[config.mk]
export PLATFORM = sky130hd
export DESIGN_NAME = tape_ctrl_status_b_and_timing
export DESIGN_NICKNAME = d
export VERILOG_FILES = /design/src/rtl/tape_ctrl_pkg.sv /design/src/rtl/pin_sync3.sv /design/src/rtl/delay_timer.sv /design/src/rtl/tape_ctrl_status_b_and_timing.sv
export SDC_FILE = /design/constraint.sdc
export NUM_CORES = 1
export LEC_CHECK = 0
export BUFFER_PORTS_ARGS = -buffer_cell sky130_fd_sc_hd__clkbuf_2
export CAP_MARGIN = 25
export CORE_ASPECT_RATIO = 0.75
export CORE_UTILIZATION = 65
export DETAILED_ROUTE_END_ITERATION = 12
export HOLD_SLACK_MARGIN = 0.06
export PLACE_DENSITY = 0.85
export SYNTH_ARGS = -nofsm -noshare
export SYNTH_HDL_FRONTEND = slang
export SYNTH_HIERARCHICAL = 1
export SYNTH_SLANG_ARGS = --single-unit
[constraint.sdc]
create_clock -name clk_i -period 7.6 [get_ports clk_i]
set_clock_uncertainty 0.1 [all_clocks]
set_input_delay 1.52 -clock clk_i [delete_from_list [all_inputs] [get_ports clk_i]]
set_output_delay 1.52 -clock clk_i [all_outputs]
set_load 0.01 [all_outputs]
[src/rtl/tape_ctrl_pkg.sv]
// Purpose: shared constants and types of the tape controller control logic
// Assumes: 50 MHz system clock, accumulator bit n arrives on index n
// Notes:   times are kept in their own unit, cycle counts are derived
package tape_ctrl_pkg;

  // ------------------------------------------------------------------
  // device codes and clock
  // ------------------------------------------------------------------
  localparam logic [5:0] DEV_CODE_STATUS_A = 6'h3e;
  localparam logic [5:0] DEV_CODE_STATUS_B = 6'h3f;
  localparam int CLK_HZ = 50000000;
  localparam int CLK_PERIOD_NS = 20;

  // ------------------------------------------------------------------
  // timing: least times round up, longest times round down
  // ------------------------------------------------------------------
  localparam int CHG_DLY_NS = 5000;
  localparam int CHG_DLY_CYC = (CHG_DLY_NS + CLK_PERIOD_NS - 1) / CLK_PERIOD_NS;
  localparam int UNIT_DLY_MS = 120;
  localparam int UNIT_DLY_CYC = UNIT_DLY_MS * 1000000 / CLK_PERIOD_NS;
  localparam int RATE_WIN_NS = 70000;
  localparam int RATE_WIN_CYC = RATE_WIN_NS / CLK_PERIOD_NS;
  localparam int INHIBIT_NS = 10000;
  localparam int INHIBIT_CYC = (INHIBIT_NS + CLK_PERIOD_NS - 1) / CLK_PERIOD_NS;
  localparam int TP_WIDTH_NS = 100;
  localparam int TP_WIDTH_CYC = (TP_WIDTH_NS + CLK_PERIOD_NS - 1) / CLK_PERIOD_NS;
  localparam int INT_CLK_HZ = 120000;
  localparam int INT_CLK_CYC = CLK_HZ / INT_CLK_HZ;
  localparam int TIMER_W = 23;

  // ------------------------------------------------------------------
  // status register A field layout (index = accumulator bit)
  // ------------------------------------------------------------------
  localparam int SA_W = 10;
  localparam logic [9:0] SA_RESET = 10'h000;
  localparam int SA_UNIT_LSB = 0;
  localparam int SA_DIR_BIT = 3;
  localparam int SA_GO_BIT = 4;
  localparam int SA_MOTION_MSB = 4;
  localparam int SA_FUNC_LSB = 6;
  localparam int SA_ENI_BIT = 9;

  // ------------------------------------------------------------------
  // status register B: memory field and read-back layout
  // ------------------------------------------------------------------
  localparam logic [2:0] MF_RESET = 3'h0;
  localparam int MF_AC_LSB = 6;
  localparam int RB_ERR_LSB = 0;
  localparam int RB_FLAG_BIT = 11;

  // ------------------------------------------------------------------
  // function codes
  // ------------------------------------------------------------------
  localparam logic [2:0] FN_READ_DATA = 3'h2;
  localparam logic [2:0] FN_READ_ALL = 3'h3;
  localparam logic [2:0] FN_WRITE_DATA = 3'h4;
  localparam logic [2:0] FN_WRITE_ALL = 3'h5;
  localparam logic [2:0] FN_WRITE_TIMING_MARKS_FUNCTION = 3'h6;
  localparam logic [2:0] FN_ILLEGAL = 3'h7;

  typedef enum logic [3:0] {
    SPD_WAIT = 4'h1,
    SPD_IDLE = 4'h2,
    SPD_RATE = 4'h4,
    SPD_UP = 4'h8
  } speed_state_t;

endpackage

[src/rtl/pin_sync3.sv]
// Purpose: three-stage synchroniser for a pin input
// Assumes: input is asynchronous to clk_i
// Notes:   level changes only once stages two and three agree
`timescale 1ns/1ps
`default_nettype none
module pin_sync3 (
  input wire logic clk_i,
  input wire logic reset_i,
  input wire logic pin_i,
  output logic level_o
);

  logic s1_r;
  logic s2_r;
  logic s3_r;

  // ------------------------------------------------------------------
  // shift chain; stage one feeds stage two only
  // ------------------------------------------------------------------
  always_ff @(posedge clk_i or posedge reset_i) begin
    if (reset_i) begin
      s1_r <= 1'b0;
      s2_r <= 1'b0;
      s3_r <= 1'b0;
      level_o <= 1'b0;
    end else begin
      s1_r <= pin_i;
      s2_r <= s1_r;
      s3_r <= s2_r;
      if (s2_r == s3_r) begin
        level_o <= s3_r; // filters a one-cycle glitch
      end
    end
  end

endmodule
`default_nettype wire

[src/rtl/delay_timer.sv]
// Purpose: retriggerable one-shot delay counted in clock cycles
// Assumes: load value is at least one
// Notes:   a start while busy restarts the full interval
`timescale 1ns/1ps
`default_nettype none
module delay_timer #(
  parameter int W = 23
) (
  input wire logic clk_i,
  input wire logic reset_i,
  input wire logic start_i,
  input wire logic [W-1:0] load_i,
  output logic busy_o,
  output logic done_o
);

  logic [W-1:0] count_r;

  // ------------------------------------------------------------------
  // countdown; done pulses in the same cycle the count reaches zero
  // ------------------------------------------------------------------
  always_ff @(posedge clk_i or posedge reset_i) begin
    if (reset_i) begin
      count_r <= '0;
      done_o <= 1'b0;
    end else begin
      done_o <= (count_r == W'(1)) && !start_i;
      if (start_i) begin
        count_r <= load_i;
      end else if (count_r != '0) begin
        count_r <= count_r - W'(1);
      end
    end
  end

  assign busy_o = (count_r != '0);

endmodule
`default_nettype wire

[src/rtl/tape_ctrl_status_b_and_timing.sv]
// Purpose: status B instructions, status A decode, up-to-speed and timing pulses
// Assumes: io pulses, device code and accumulator are on clk_i; pins are not
// Notes:   every output is registered, so decisions show one cycle late
//
// How it works
// - device code 77 octal on memory-buffer bits 3-8 selects the status B group.
// - first io pulse skips when any error flag or the tape flag is set.
// - second io pulse ORs errors, tape flag and memory field onto accumulator.
// - third io pulse loads accumulator bits 6-8 into memory field, in order.
// - unit field decodes to one of eight select lines.
// - direction bit picks forward or reverse, never both.
// - go bit drives stop or go, held off during the change delay.
// - function field decodes one-hot; code 7 sets select error at delay end.
// - interrupt request is tape flag gated by the enable bit, accumulator bit 9.
// - clear, or xor load touching bits 0-4, starts 120 ms new-unit delay.
// - new-unit delay drops up-to-speed; no track timing pulses while down.
// - speed pulses are ignored while the new-unit delay runs.
// - first speed pulse opens 70 us window; second inside it sets up-to-speed.
// - stop motion or timing-mark enable drops up-to-speed and clears the window.
// - mark enable is panel switch and go bit and write-timing function.
// - internal clock divider stages give alternating 100 ns phase pulses.
// - timing-track write output follows the second divider stage.
// - write enable changes only at counter bit two falling, keeping whole words.
// - track transitions make phase pulses when up to speed and switch off.
// - in data read/write each timing pulse blanks others for 10 us.
// - clear or xor load starts 5 us change delay holding stop and go off.
// - status A load complements only the bits presented as ones.
`timescale 1ns/1ps
`default_nettype none
module tape_ctrl_status_b_and_timing #(
  parameter int UNIT_DLY_CYC = tape_ctrl_pkg::UNIT_DLY_CYC
) (
  input wire logic clk_i,
  input wire logic reset_i,
  input wire logic [5:0] mb_dev_code_i,
  input wire logic io_pulse_first_i,
  input wire logic io_pulse_second_i,
  input wire logic io_pulse_third_i,
  input wire logic [11:0] buffered_accumulator_bits_i,
  input wire logic tape_flag_i,
  input wire logic [2:0] error_flags_i,
  input wire logic panel_timing_write_switch_i,
  input wire logic counter_bit_two_i,
  input wire logic speed_pulse_i,
  input wire logic read_timing_track_i,
  output logic skip_o,
  output logic [11:0] acc_or_o,
  output logic [2:0] memory_field_bits_o,
  output logic [7:0] unit_sel_o,
  output logic fwd_o,
  output logic rev_o,
  output logic go_o,
  output logic stop_o,
  output logic [7:0] function_lines_o,
  output logic select_error_o,
  output logic int_req_o,
  output logic up_to_speed_o,
  output logic mark_window_clear_o,
  output logic timing_phase_zero_o,
  output logic timing_phase_one_o,
  output logic timing_track_write_o,
  output logic write_word_enable_o
);

  // ------------------------------------------------------------------
  // helpers
  // ------------------------------------------------------------------
  // binary to one-hot, used for unit select and function lines
  function automatic logic [7:0] onehot8(input logic [2:0] code);
    onehot8 = 8'h01 << code;
  endfunction

  // stretch a trigger into a pulse of fixed length
  function automatic logic [2:0] pulse_count(input logic trig, input logic [2:0] cnt);
    if (trig) begin
      pulse_count = 3'(tape_ctrl_pkg::TP_WIDTH_CYC);
    end else if (cnt != 3'h0) begin
      pulse_count = cnt - 3'h1;
    end else begin
      pulse_count = 3'h0;
    end
  endfunction

  // ------------------------------------------------------------------
  // declarations
  // ------------------------------------------------------------------
  logic sel_a;
  logic sel_b;
  logic sa_clear;
  logic sa_xor;
  logic chg_start;
  logic unit_start;
  logic [9:0] status_a_r;
  logic [2:0] unit_select_field;
  logic direction_bit;
  logic go_bit;
  logic [2:0] function_field;
  logic interrupt_enable_bit;
  logic buffered_go_bit_r;
  logic chg_busy;
  logic chg_done;
  logic unit_busy;
  logic unit_done;
  logic rate_busy;
  logic rate_done;
  logic inhibit_busy;
  logic sp_lvl;
  logic sp_prev_r;
  logic sp_event;
  logic rt_lvl;
  logic rt_prev_r;
  logic tm_enable;
  logic stop_motion;
  logic speed_clear;
  logic rate_start;
  logic data_fn;
  logic [3:0] err_all;
  logic [11:0] rb_word;
  logic sel_err_r;
  tape_ctrl_pkg::speed_state_t spd_r;
  tape_ctrl_pkg::speed_state_t spd_nxt;
  logic [8:0] tick_cnt_r;
  logic int_tick;
  logic divider_stage_one_r;
  logic divider_stage_two_r;
  logic int_tp0;
  logic int_tp1;
  logic trk_tp0;
  logic trk_tp1;
  logic tp0_trig;
  logic tp1_trig;
  logic [2:0] tp0_cnt_r;
  logic [2:0] tp1_cnt_r;
  logic [2:0] tp0_cnt_nxt;
  logic [2:0] tp1_cnt_nxt;
  logic c2_prev_r;
  logic write_terms;

  // ------------------------------------------------------------------
  // instruction decode
  // ------------------------------------------------------------------
  // each io pulse is its own event time, so pulses never collide
  assign sel_a = (mb_dev_code_i == tape_ctrl_pkg::DEV_CODE_STATUS_A);
  assign sel_b = (mb_dev_code_i == tape_ctrl_pkg::DEV_CODE_STATUS_B);
  assign sa_clear = sel_a && io_pulse_second_i;
  assign sa_xor = sel_a && io_pulse_third_i;
  assign chg_start = sa_clear || sa_xor;
  // any one presented on unit or motion bits means a new unit or motion
  assign unit_start = sa_clear ||
    (sa_xor && (|buffered_accumulator_bits_i[tape_ctrl_pkg::SA_MOTION_MSB:0]));

  // ------------------------------------------------------------------
  // status register A
  // ------------------------------------------------------------------
  always_ff @(posedge clk_i or posedge reset_i) begin
    if (reset_i) begin
      status_a_r <= tape_ctrl_pkg::SA_RESET;
    end else if (sa_clear) begin
      status_a_r <= tape_ctrl_pkg::SA_RESET;
    end else if (sa_xor) begin
      status_a_r <= status_a_r ^ buffered_accumulator_bits_i[9:0];
    end
  end

  assign unit_select_field = status_a_r[tape_ctrl_pkg::SA_UNIT_LSB +: 3];
  assign direction_bit = status_a_r[tape_ctrl_pkg::SA_DIR_BIT];
  assign go_bit = status_a_r[tape_ctrl_pkg::SA_GO_BIT];
  assign function_field = status_a_r[tape_ctrl_pkg::SA_FUNC_LSB +: 3];
  assign interrupt_enable_bit = status_a_r[tape_ctrl_pkg::SA_ENI_BIT];

  // ------------------------------------------------------------------
  // delays
  // ------------------------------------------------------------------
  delay_timer #(.W(tape_ctrl_pkg::TIMER_W)) chg_dly (
    .clk_i(clk_i),
    .reset_i(reset_i),
    .start_i(chg_start),
    .load_i(23'(tape_ctrl_pkg::CHG_DLY_CYC)),
    .busy_o(chg_busy),
    .done_o(chg_done)
  );

  delay_timer #(.W(tape_ctrl_pkg::TIMER_W)) unit_dly (
    .clk_i(clk_i),
    .reset_i(reset_i),
    .start_i(unit_start),
    .load_i(23'(UNIT_DLY_CYC)),
    .busy_o(unit_busy),
    .done_o(unit_done)
  );

  delay_timer #(.W(tape_ctrl_pkg::TIMER_W)) rate_dly (
    .clk_i(clk_i),
    .reset_i(reset_i),
    .start_i(rate_start),
    .load_i(23'(tape_ctrl_pkg::RATE_WIN_CYC)),
    .busy_o(rate_busy),
    .done_o(rate_done)
  );

  delay_timer #(.W(tape_ctrl_pkg::TIMER_W)) inhibit_dly (
    .clk_i(clk_i),
    .reset_i(reset_i),
    .start_i(data_fn && (tp0_trig || tp1_trig)),
    .load_i(23'(tape_ctrl_pkg::INHIBIT_CYC)),
    .busy_o(inhibit_busy),
    .done_o()
  );

  // ------------------------------------------------------------------
  // status register B: skip, read-back and memory field
  // ------------------------------------------------------------------
  assign err_all = {error_flags_i, sel_err_r};
  always_comb begin
    rb_word = 12'h000;
    rb_word[tape_ctrl_pkg::RB_ERR_LSB +: 4] = err_all;
    rb_word[tape_ctrl_pkg::MF_AC_LSB +: 3] = memory_field_bits_o;
    rb_word[tape_ctrl_pkg::RB_FLAG_BIT] = tape_flag_i;
  end

  // skip and read-back follow their io pulse one cycle late
  always_ff @(posedge clk_i or posedge reset_i) begin
    if (reset_i) begin
      skip_o <= 1'b0;
      acc_or_o <= 12'h000;
    end else begin
      skip_o <= sel_b && io_pulse_first_i && ((|err_all) || tape_flag_i);
      acc_or_o <= (sel_b && io_pulse_second_i) ? rb_word : 12'h000;
    end
  end

  // memory field: accumulator bit 6 lands in field bit 0
  always_ff @(posedge clk_i or posedge reset_i) begin
    if (reset_i) begin
      memory_field_bits_o <= tape_ctrl_pkg::MF_RESET;
    end else if (sel_b && io_pulse_third_i) begin
      memory_field_bits_o <= buffered_accumulator_bits_i[tape_ctrl_pkg::MF_AC_LSB +: 3];
    end
  end

  // ------------------------------------------------------------------
  // unit select, motion, function and interrupt
  // ------------------------------------------------------------------
  // buffered go only follows the go bit once the change delay ends,
  // so the old unit never sees the new motion command
  always_ff @(posedge clk_i or posedge reset_i) begin
    if (reset_i) begin
      buffered_go_bit_r <= 1'b0;
    end else if (chg_done) begin
      buffered_go_bit_r <= go_bit;
    end
  end

  always_ff @(posedge clk_i or posedge reset_i) begin
    if (reset_i) begin
      unit_sel_o <= 8'h01;
      fwd_o <= 1'b0;
      rev_o <= 1'b0;
      go_o <= 1'b0;
      stop_o <= 1'b0;
      function_lines_o <= 8'h01;
      int_req_o <= 1'b0;
    end else begin
      unit_sel_o <= onehot8(unit_select_field);
      fwd_o <= !chg_busy && buffered_go_bit_r && go_bit && !direction_bit;
      rev_o <= !chg_busy && buffered_go_bit_r && go_bit && direction_bit;
      go_o <= !chg_busy && buffered_go_bit_r;
      stop_o <= !chg_busy && !buffered_go_bit_r;
      function_lines_o <= onehot8(function_field);
      int_req_o <= interrupt_enable_bit && tape_flag_i;
    end
  end

  // select error: a set at delay end wins over a status A clear
  always_ff @(posedge clk_i or posedge reset_i) begin
    if (reset_i) begin
      sel_err_r <= 1'b0;
    end else if (chg_done && (function_field == tape_ctrl_pkg::FN_ILLEGAL)) begin
      sel_err_r <= 1'b1;
    end else if (sa_clear) begin
      sel_err_r <= 1'b0;
    end
  end

  always_ff @(posedge clk_i or posedge reset_i) begin
    if (reset_i) begin
      select_error_o <= 1'b0;
    end else begin
      select_error_o <= sel_err_r;
    end
  end

  // ------------------------------------------------------------------
  // up-to-speed detection
  // ------------------------------------------------------------------
  pin_sync3 sp_sync (
    .clk_i(clk_i),
    .reset_i(reset_i),
    .pin_i(speed_pulse_i),
    .level_o(sp_lvl)
  );

  always_ff @(posedge clk_i or posedge reset_i) begin
    if (reset_i) begin
      sp_prev_r <= 1'b0;
      rt_prev_r <= 1'b0;
      c2_prev_r <= 1'b0;
    end else begin
      sp_prev_r <= sp_lvl;
      rt_prev_r <= rt_lvl;
      c2_prev_r <= counter_bit_two_i;
    end
  end

  assign sp_event = sp_lvl && !sp_prev_r;
  assign tm_enable = panel_timing_write_switch_i && go_bit &&
    (function_field == tape_ctrl_pkg::FN_WRITE_TIMING_MARKS_FUNCTION);
  assign stop_motion = chg_done && buffered_go_bit_r && !go_bit;
  assign speed_clear = stop_motion || tm_enable;
  assign rate_start = (spd_r == tape_ctrl_pkg::SPD_IDLE) && sp_event && !speed_clear &&
    !unit_start;

  always_comb begin
    spd_nxt = spd_r;
    if (unit_start) begin
      spd_nxt = tape_ctrl_pkg::SPD_WAIT;
    end else begin
      case (spd_r)
        tape_ctrl_pkg::SPD_WAIT: begin
          // speed pulses are not looked at in this state
          if (unit_done || !unit_busy) begin
            spd_nxt = tape_ctrl_pkg::SPD_IDLE;
          end
        end
        tape_ctrl_pkg::SPD_IDLE: begin
          if (!speed_clear && sp_event) begin
            spd_nxt = tape_ctrl_pkg::SPD_RATE;
          end
        end
        tape_ctrl_pkg::SPD_RATE: begin
          if (speed_clear || rate_done) begin
            spd_nxt = tape_ctrl_pkg::SPD_IDLE;
          end else if (sp_event && rate_busy) begin
            spd_nxt = tape_ctrl_pkg::SPD_UP;
          end
        end
        tape_ctrl_pkg::SPD_UP: begin
          if (speed_clear) begin
            spd_nxt = tape_ctrl_pkg::SPD_IDLE;
          end
        end
        default: begin
          spd_nxt = tape_ctrl_pkg::SPD_IDLE;
        end
      endcase
    end
  end

  always_ff @(posedge clk_i or posedge reset_i) begin
    if (reset_i) begin
      spd_r <= tape_ctrl_pkg::SPD_IDLE;
      up_to_speed_o <= 1'b0;
      mark_window_clear_o <= 1'b0;
    end else begin
      spd_r <= spd_nxt;
      up_to_speed_o <= (spd_nxt == tape_ctrl_pkg::SPD_UP);
      mark_window_clear_o <= unit_start || speed_clear;
    end
  end

  // ------------------------------------------------------------------
  // internal timing clock and divider
  // ------------------------------------------------------------------
  // the clock restarts from zero each time mark enable rises
  always_ff @(posedge clk_i or posedge reset_i) begin
    if (reset_i) begin
      tick_cnt_r <= 9'h000;
    end else if (!tm_enable || int_tick) begin
      tick_cnt_r <= 9'h000;
    end else begin
      tick_cnt_r <= tick_cnt_r + 9'h001;
    end
  end

  assign int_tick = tm_enable && (tick_cnt_r == 9'(tape_ctrl_pkg::INT_CLK_CYC - 1));

  always_ff @(posedge clk_i or posedge reset_i) begin
    if (reset_i) begin
      divider_stage_one_r <= 1'b0;
      divider_stage_two_r <= 1'b0;
    end else if (int_tick) begin
      divider_stage_one_r <= !divider_stage_one_r;
      if (!divider_stage_one_r) begin
        divider_stage_two_r <= !divider_stage_two_r;
      end
    end
  end

  // phase zero when stage two rises, phase one when it falls
  assign int_tp0 = int_tick && !divider_stage_one_r && !divider_stage_two_r;
  assign int_tp1 = int_tick && !divider_stage_one_r && divider_stage_two_r;

  // ------------------------------------------------------------------
  // timing pulses from the read timing track
  // ------------------------------------------------------------------
  pin_sync3 rt_sync (
    .clk_i(clk_i),
    .reset_i(reset_i),
    .pin_i(read_timing_track_i),
    .level_o(rt_lvl)
  );

  assign trk_tp1 = up_to_speed_o && !panel_timing_write_switch_i && rt_lvl && !rt_prev_r;
  assign trk_tp0 = up_to_speed_o && !panel_timing_write_switch_i && !rt_lvl && rt_prev_r;
  assign data_fn = (function_field == tape_ctrl_pkg::FN_READ_DATA) ||
    (function_field == tape_ctrl_pkg::FN_READ_ALL) ||
    (function_field == tape_ctrl_pkg::FN_WRITE_DATA) ||
    (function_field == tape_ctrl_pkg::FN_WRITE_ALL);
  // crosstalk blanking trades a late genuine edge for no false edge
  assign tp0_trig = (int_tp0 || trk_tp0) && !(data_fn && inhibit_busy);
  assign tp1_trig = (int_tp1 || trk_tp1) && !(data_fn && inhibit_busy);

  assign tp0_cnt_nxt = pulse_count(tp0_trig, tp0_cnt_r);
  assign tp1_cnt_nxt = pulse_count(tp1_trig, tp1_cnt_r);

  always_ff @(posedge clk_i or posedge reset_i) begin
    if (reset_i) begin
      tp0_cnt_r <= 3'h0;
      tp1_cnt_r <= 3'h0;
      timing_phase_zero_o <= 1'b0;
      timing_phase_one_o <= 1'b0;
      timing_track_write_o <= 1'b0;
    end else begin
      tp0_cnt_r <= tp0_cnt_nxt;
      tp1_cnt_r <= tp1_cnt_nxt;
      timing_phase_zero_o <= (tp0_cnt_nxt != 3'h0);
      timing_phase_one_o <= (tp1_cnt_nxt != 3'h0);
      timing_track_write_o <= tm_enable && divider_stage_two_r;
    end
  end

  // ------------------------------------------------------------------
  // write word enable
  // ------------------------------------------------------------------
  assign write_terms = go_bit && up_to_speed_o &&
    ((function_field == tape_ctrl_pkg::FN_WRITE_DATA) ||
     (function_field == tape_ctrl_pkg::FN_WRITE_ALL));

  // sampled only at a word boundary so a word is never cut short
  always_ff @(posedge clk_i or posedge reset_i) begin
    if (reset_i) begin
      write_word_enable_o <= 1'b0;
    end else if (c2_prev_r && !counter_bit_two_i) begin
      write_word_enable_o <= write_terms;
    end
  end

endmodule
`default_nettype wire

==> results.py <==
metrics = {
    "status": {
        "outcome": "finished clean",
    },
    "clocking": {
        "postCtsResizedCells": 0,
        "hold_buffers": 0,
        "cts.sinks": 178,
        "clkLatencyLatePin_ps": 440,
        "tritoncts": "done",
        "path_clk_slew_ps": 70,
        "post-cts-setup-buffers": 0,
        "htree_num_levels": 4,
        "cts_root_buffer": "clkbuf_16",
        "cts_buffers": 17,
        "clk_path_buf_depth": 2,
    },
    "route": {
        "via_per_inst": 5.969,
        "postRouteAntennaNets": 0,
        "drt_iter0_markers": 617,
        "dr.pass1.iters": 7,
        "drc": 0,
        "routed_wl_um": 20880,
        "wl_per_cell_um": 15.93,
        "vias": 7826,
    },
    "power": {
        "net-switching-power_uw": 914.8,
        "leakagePower_nw": 4.606,
        "clkPwrFrac": 0.313,
        "intPower_mw": 1.797,
        "power_density_nw_per_um2": 254.1,
        "power_frac_comb": 0.207,
        "pwr-share-seq": 0.480,
        "swShare": 0.3374,
        "vdd_drop_max_uv": 205.0,
    },
    "run": {
        "drv_cap": 0,
    },
    "finish": {
        "layout.nets": 1166,
        "antennaDiodeCount": 0,
        "final_util": 0.7710,
        "area_growth_pct": 14.40,
        "drive_gt1_frac": 0.1452,
    },
    "sta": {
        "max_freq_mhz": 243.5,
        "setup_viol": 0,
        "drv_slew": 0,
        "fin_setup_tns_ps": 0,
        "min_period_over_period": 0.5405,
        "worst_slew_pin_slew_ps": 947.8,
        "finalCriticalPeriod_ps": 4107,
        "timing.slew.headroom": 0.3675,
        "hold_viol_final": 0,
        "rsz0062_at_grt": "false",
    },
    "die": {
        "die_w_um": 140.3,
        "rows": 37,
        "initial_utilization": 0.6740,
        "core_sq_um": 13840,
        "die-area_sq_um": 14840,
        "die_h_um": 105.8,
        "io_pins": 75,
    },
    "global_routing": {
        "met3_usage": 0.05361,
        "track_usage": 0.3030,
        "grt_max_degree": 75,
        "top_usage_layer": "met1",
        "grt_use_met1": 0.4510,
        "grt_pass1_vias": 7321,
        "grt_pass1_wl_um": 35740,
        "antenna_found_initial": 0,
        "grtUsageMet2": 0.4482,
        "globalRouteOverflowTotal": 0,
    },
    "synth": {
        "syn_area_sq_um": 9329,
        "postSynthAreaPerCell_sq_um": 9.433,
        "yosys_warnings": 6,
        "syn_inst": 989,
    },
    "critical_path": {
        "worstPathMaxFanout": 49,
        "worstPathArrival_ps": 4320,
        "endpoint_kind": "flop",
        "worst_path_dominant_cell_family": "simple AND/OR/NAND/NOR gates",
        "cp-start-kind": "input port",
        "cp.required_ps": 7810,
        "critical_path.cell_chain": "clkbuf_2, or4_1, nor3_1, nor3_4, buf_4, nor3_2, buf_4, inv_1, and3_2, a21oi_1, o41ai_1",
        "slowest_stage": "or4_1",
        "crit_path_frequent_cell": "buf_4",
        "crit_type": "input port to flop",
        "crit_buf_inv": 4,
        "cp_slowest_stage_delay_ps": 450,
    },
    "placed_design": {
        "dp_hpwl_um": 13890,
        "place_congestion": 0.8298,
        "port_buffers": 67,
    },
    "worst_hold_path": {
        "worstHoldPathType": "flop to flop",
    },
}
[routing by layer]
layer / routed length [um] / share of wire
met4: 316 / 0.015
met5: 0 / 0
met1: 10130 / 0.49
met3: 922 / 0.044
met2: 9512 / 0.46
[flip-flops by register name, indices dropped and copies added (netlist names), 3 cells and up]
name and flops:
tp0_cnt_r 3, inhibit_dly/count_r 23, spd_r 4, tp1_cnt_r 3, chg_dly/count_r 23, function_lines_o 8, acc_or_o 8, rate_dly/count_r 23
memory_field_bits_o 3, tick_cnt_r 9, status_a_r 9, unit_dly/count_r 23, unit_sel_o 8
[metrics by stage]
| step | std cells | hold WS [ps] | power, mW | area [sq um] | setup slack (ps) |
|---|---|---|---|---|---|
| after global placement | 1277 | 232.3 | 1.826 | 10070 | 3129 |
| after floorplan | 1083 | 231.2 | 1.708 | 9682 | 3791 |
| final | 1311 | 258.3 | 2.712 | 10670 | 3493 |
| after global routing | 1311 | 259.6 | 2.870 | 10670 | 3198 |
| after detailed placement | 1278 | 235.8 | 1.860 | 10080 | 3104 |
| after CTS | 1310 | 248.3 | 2.712 | 10650 | 3532 |
[area by class of cell]
cell class	count	area (sq um)
Sequential cell	178	4458
Inverter	40	150.1
Clock inverter	15	142.6
Fill cell	943	3169
Tap cell	175	219.0
Multi-Input combinational cell	807	4835
Clock buffer	17	425.4
Timing Repair Buffer	79	442.9
[cell usage in the layout (no fill, tap or decap), types with 20 or more instances in the layout]
cell	instances
dfrtp_1	175
conb_1	96
nand2_1	94
o21ai_0	76
clkbuf_2	67
nor3_1	55
nor2_1	53
a21oi_1	42
inv_1	38
nor4_1	37
a31oi_1	29
o31ai_1	26
xnor2_1	25
or4_1	22
nand2b_1	22
nand3_1	20
o41ai_1	20
[path summary, 6_finish.rpt]
check,startpoint,end,slack [ps],cells after the start
worst min register to register,rt_sync/s1_r,rt_sync/s2_r,260,0
worst max register to register,inhibit_dly/count_r[4],inhibit_dly/count_r[10],3550,10
min in group asynchronous,reset_i,spd_r[2],930,2
worst min-delay path,rt_sync/s1_r,rt_sync/s2_r,260,0
worst max-delay path,io_pulse_second_i,rate_dly/count_r[4],3490,11
max in group asynchronous,reset_i,rt_prev_r,5400,3
[power by group through the flow]
stage          Sequential [mW]  Clock, mW  Combinational, mW
2_1_floorplan             1.26          0              0.451
3_3_place_gp              1.30          0              0.523
5_1_grt                   1.33      0.899              0.638
3_5_place_dp              1.31          0              0.550
4_1_cts                   1.30      0.859              0.557
6_report                  1.30      0.848              0.561
No activity file was read; power rests on OpenSTA's default activity.
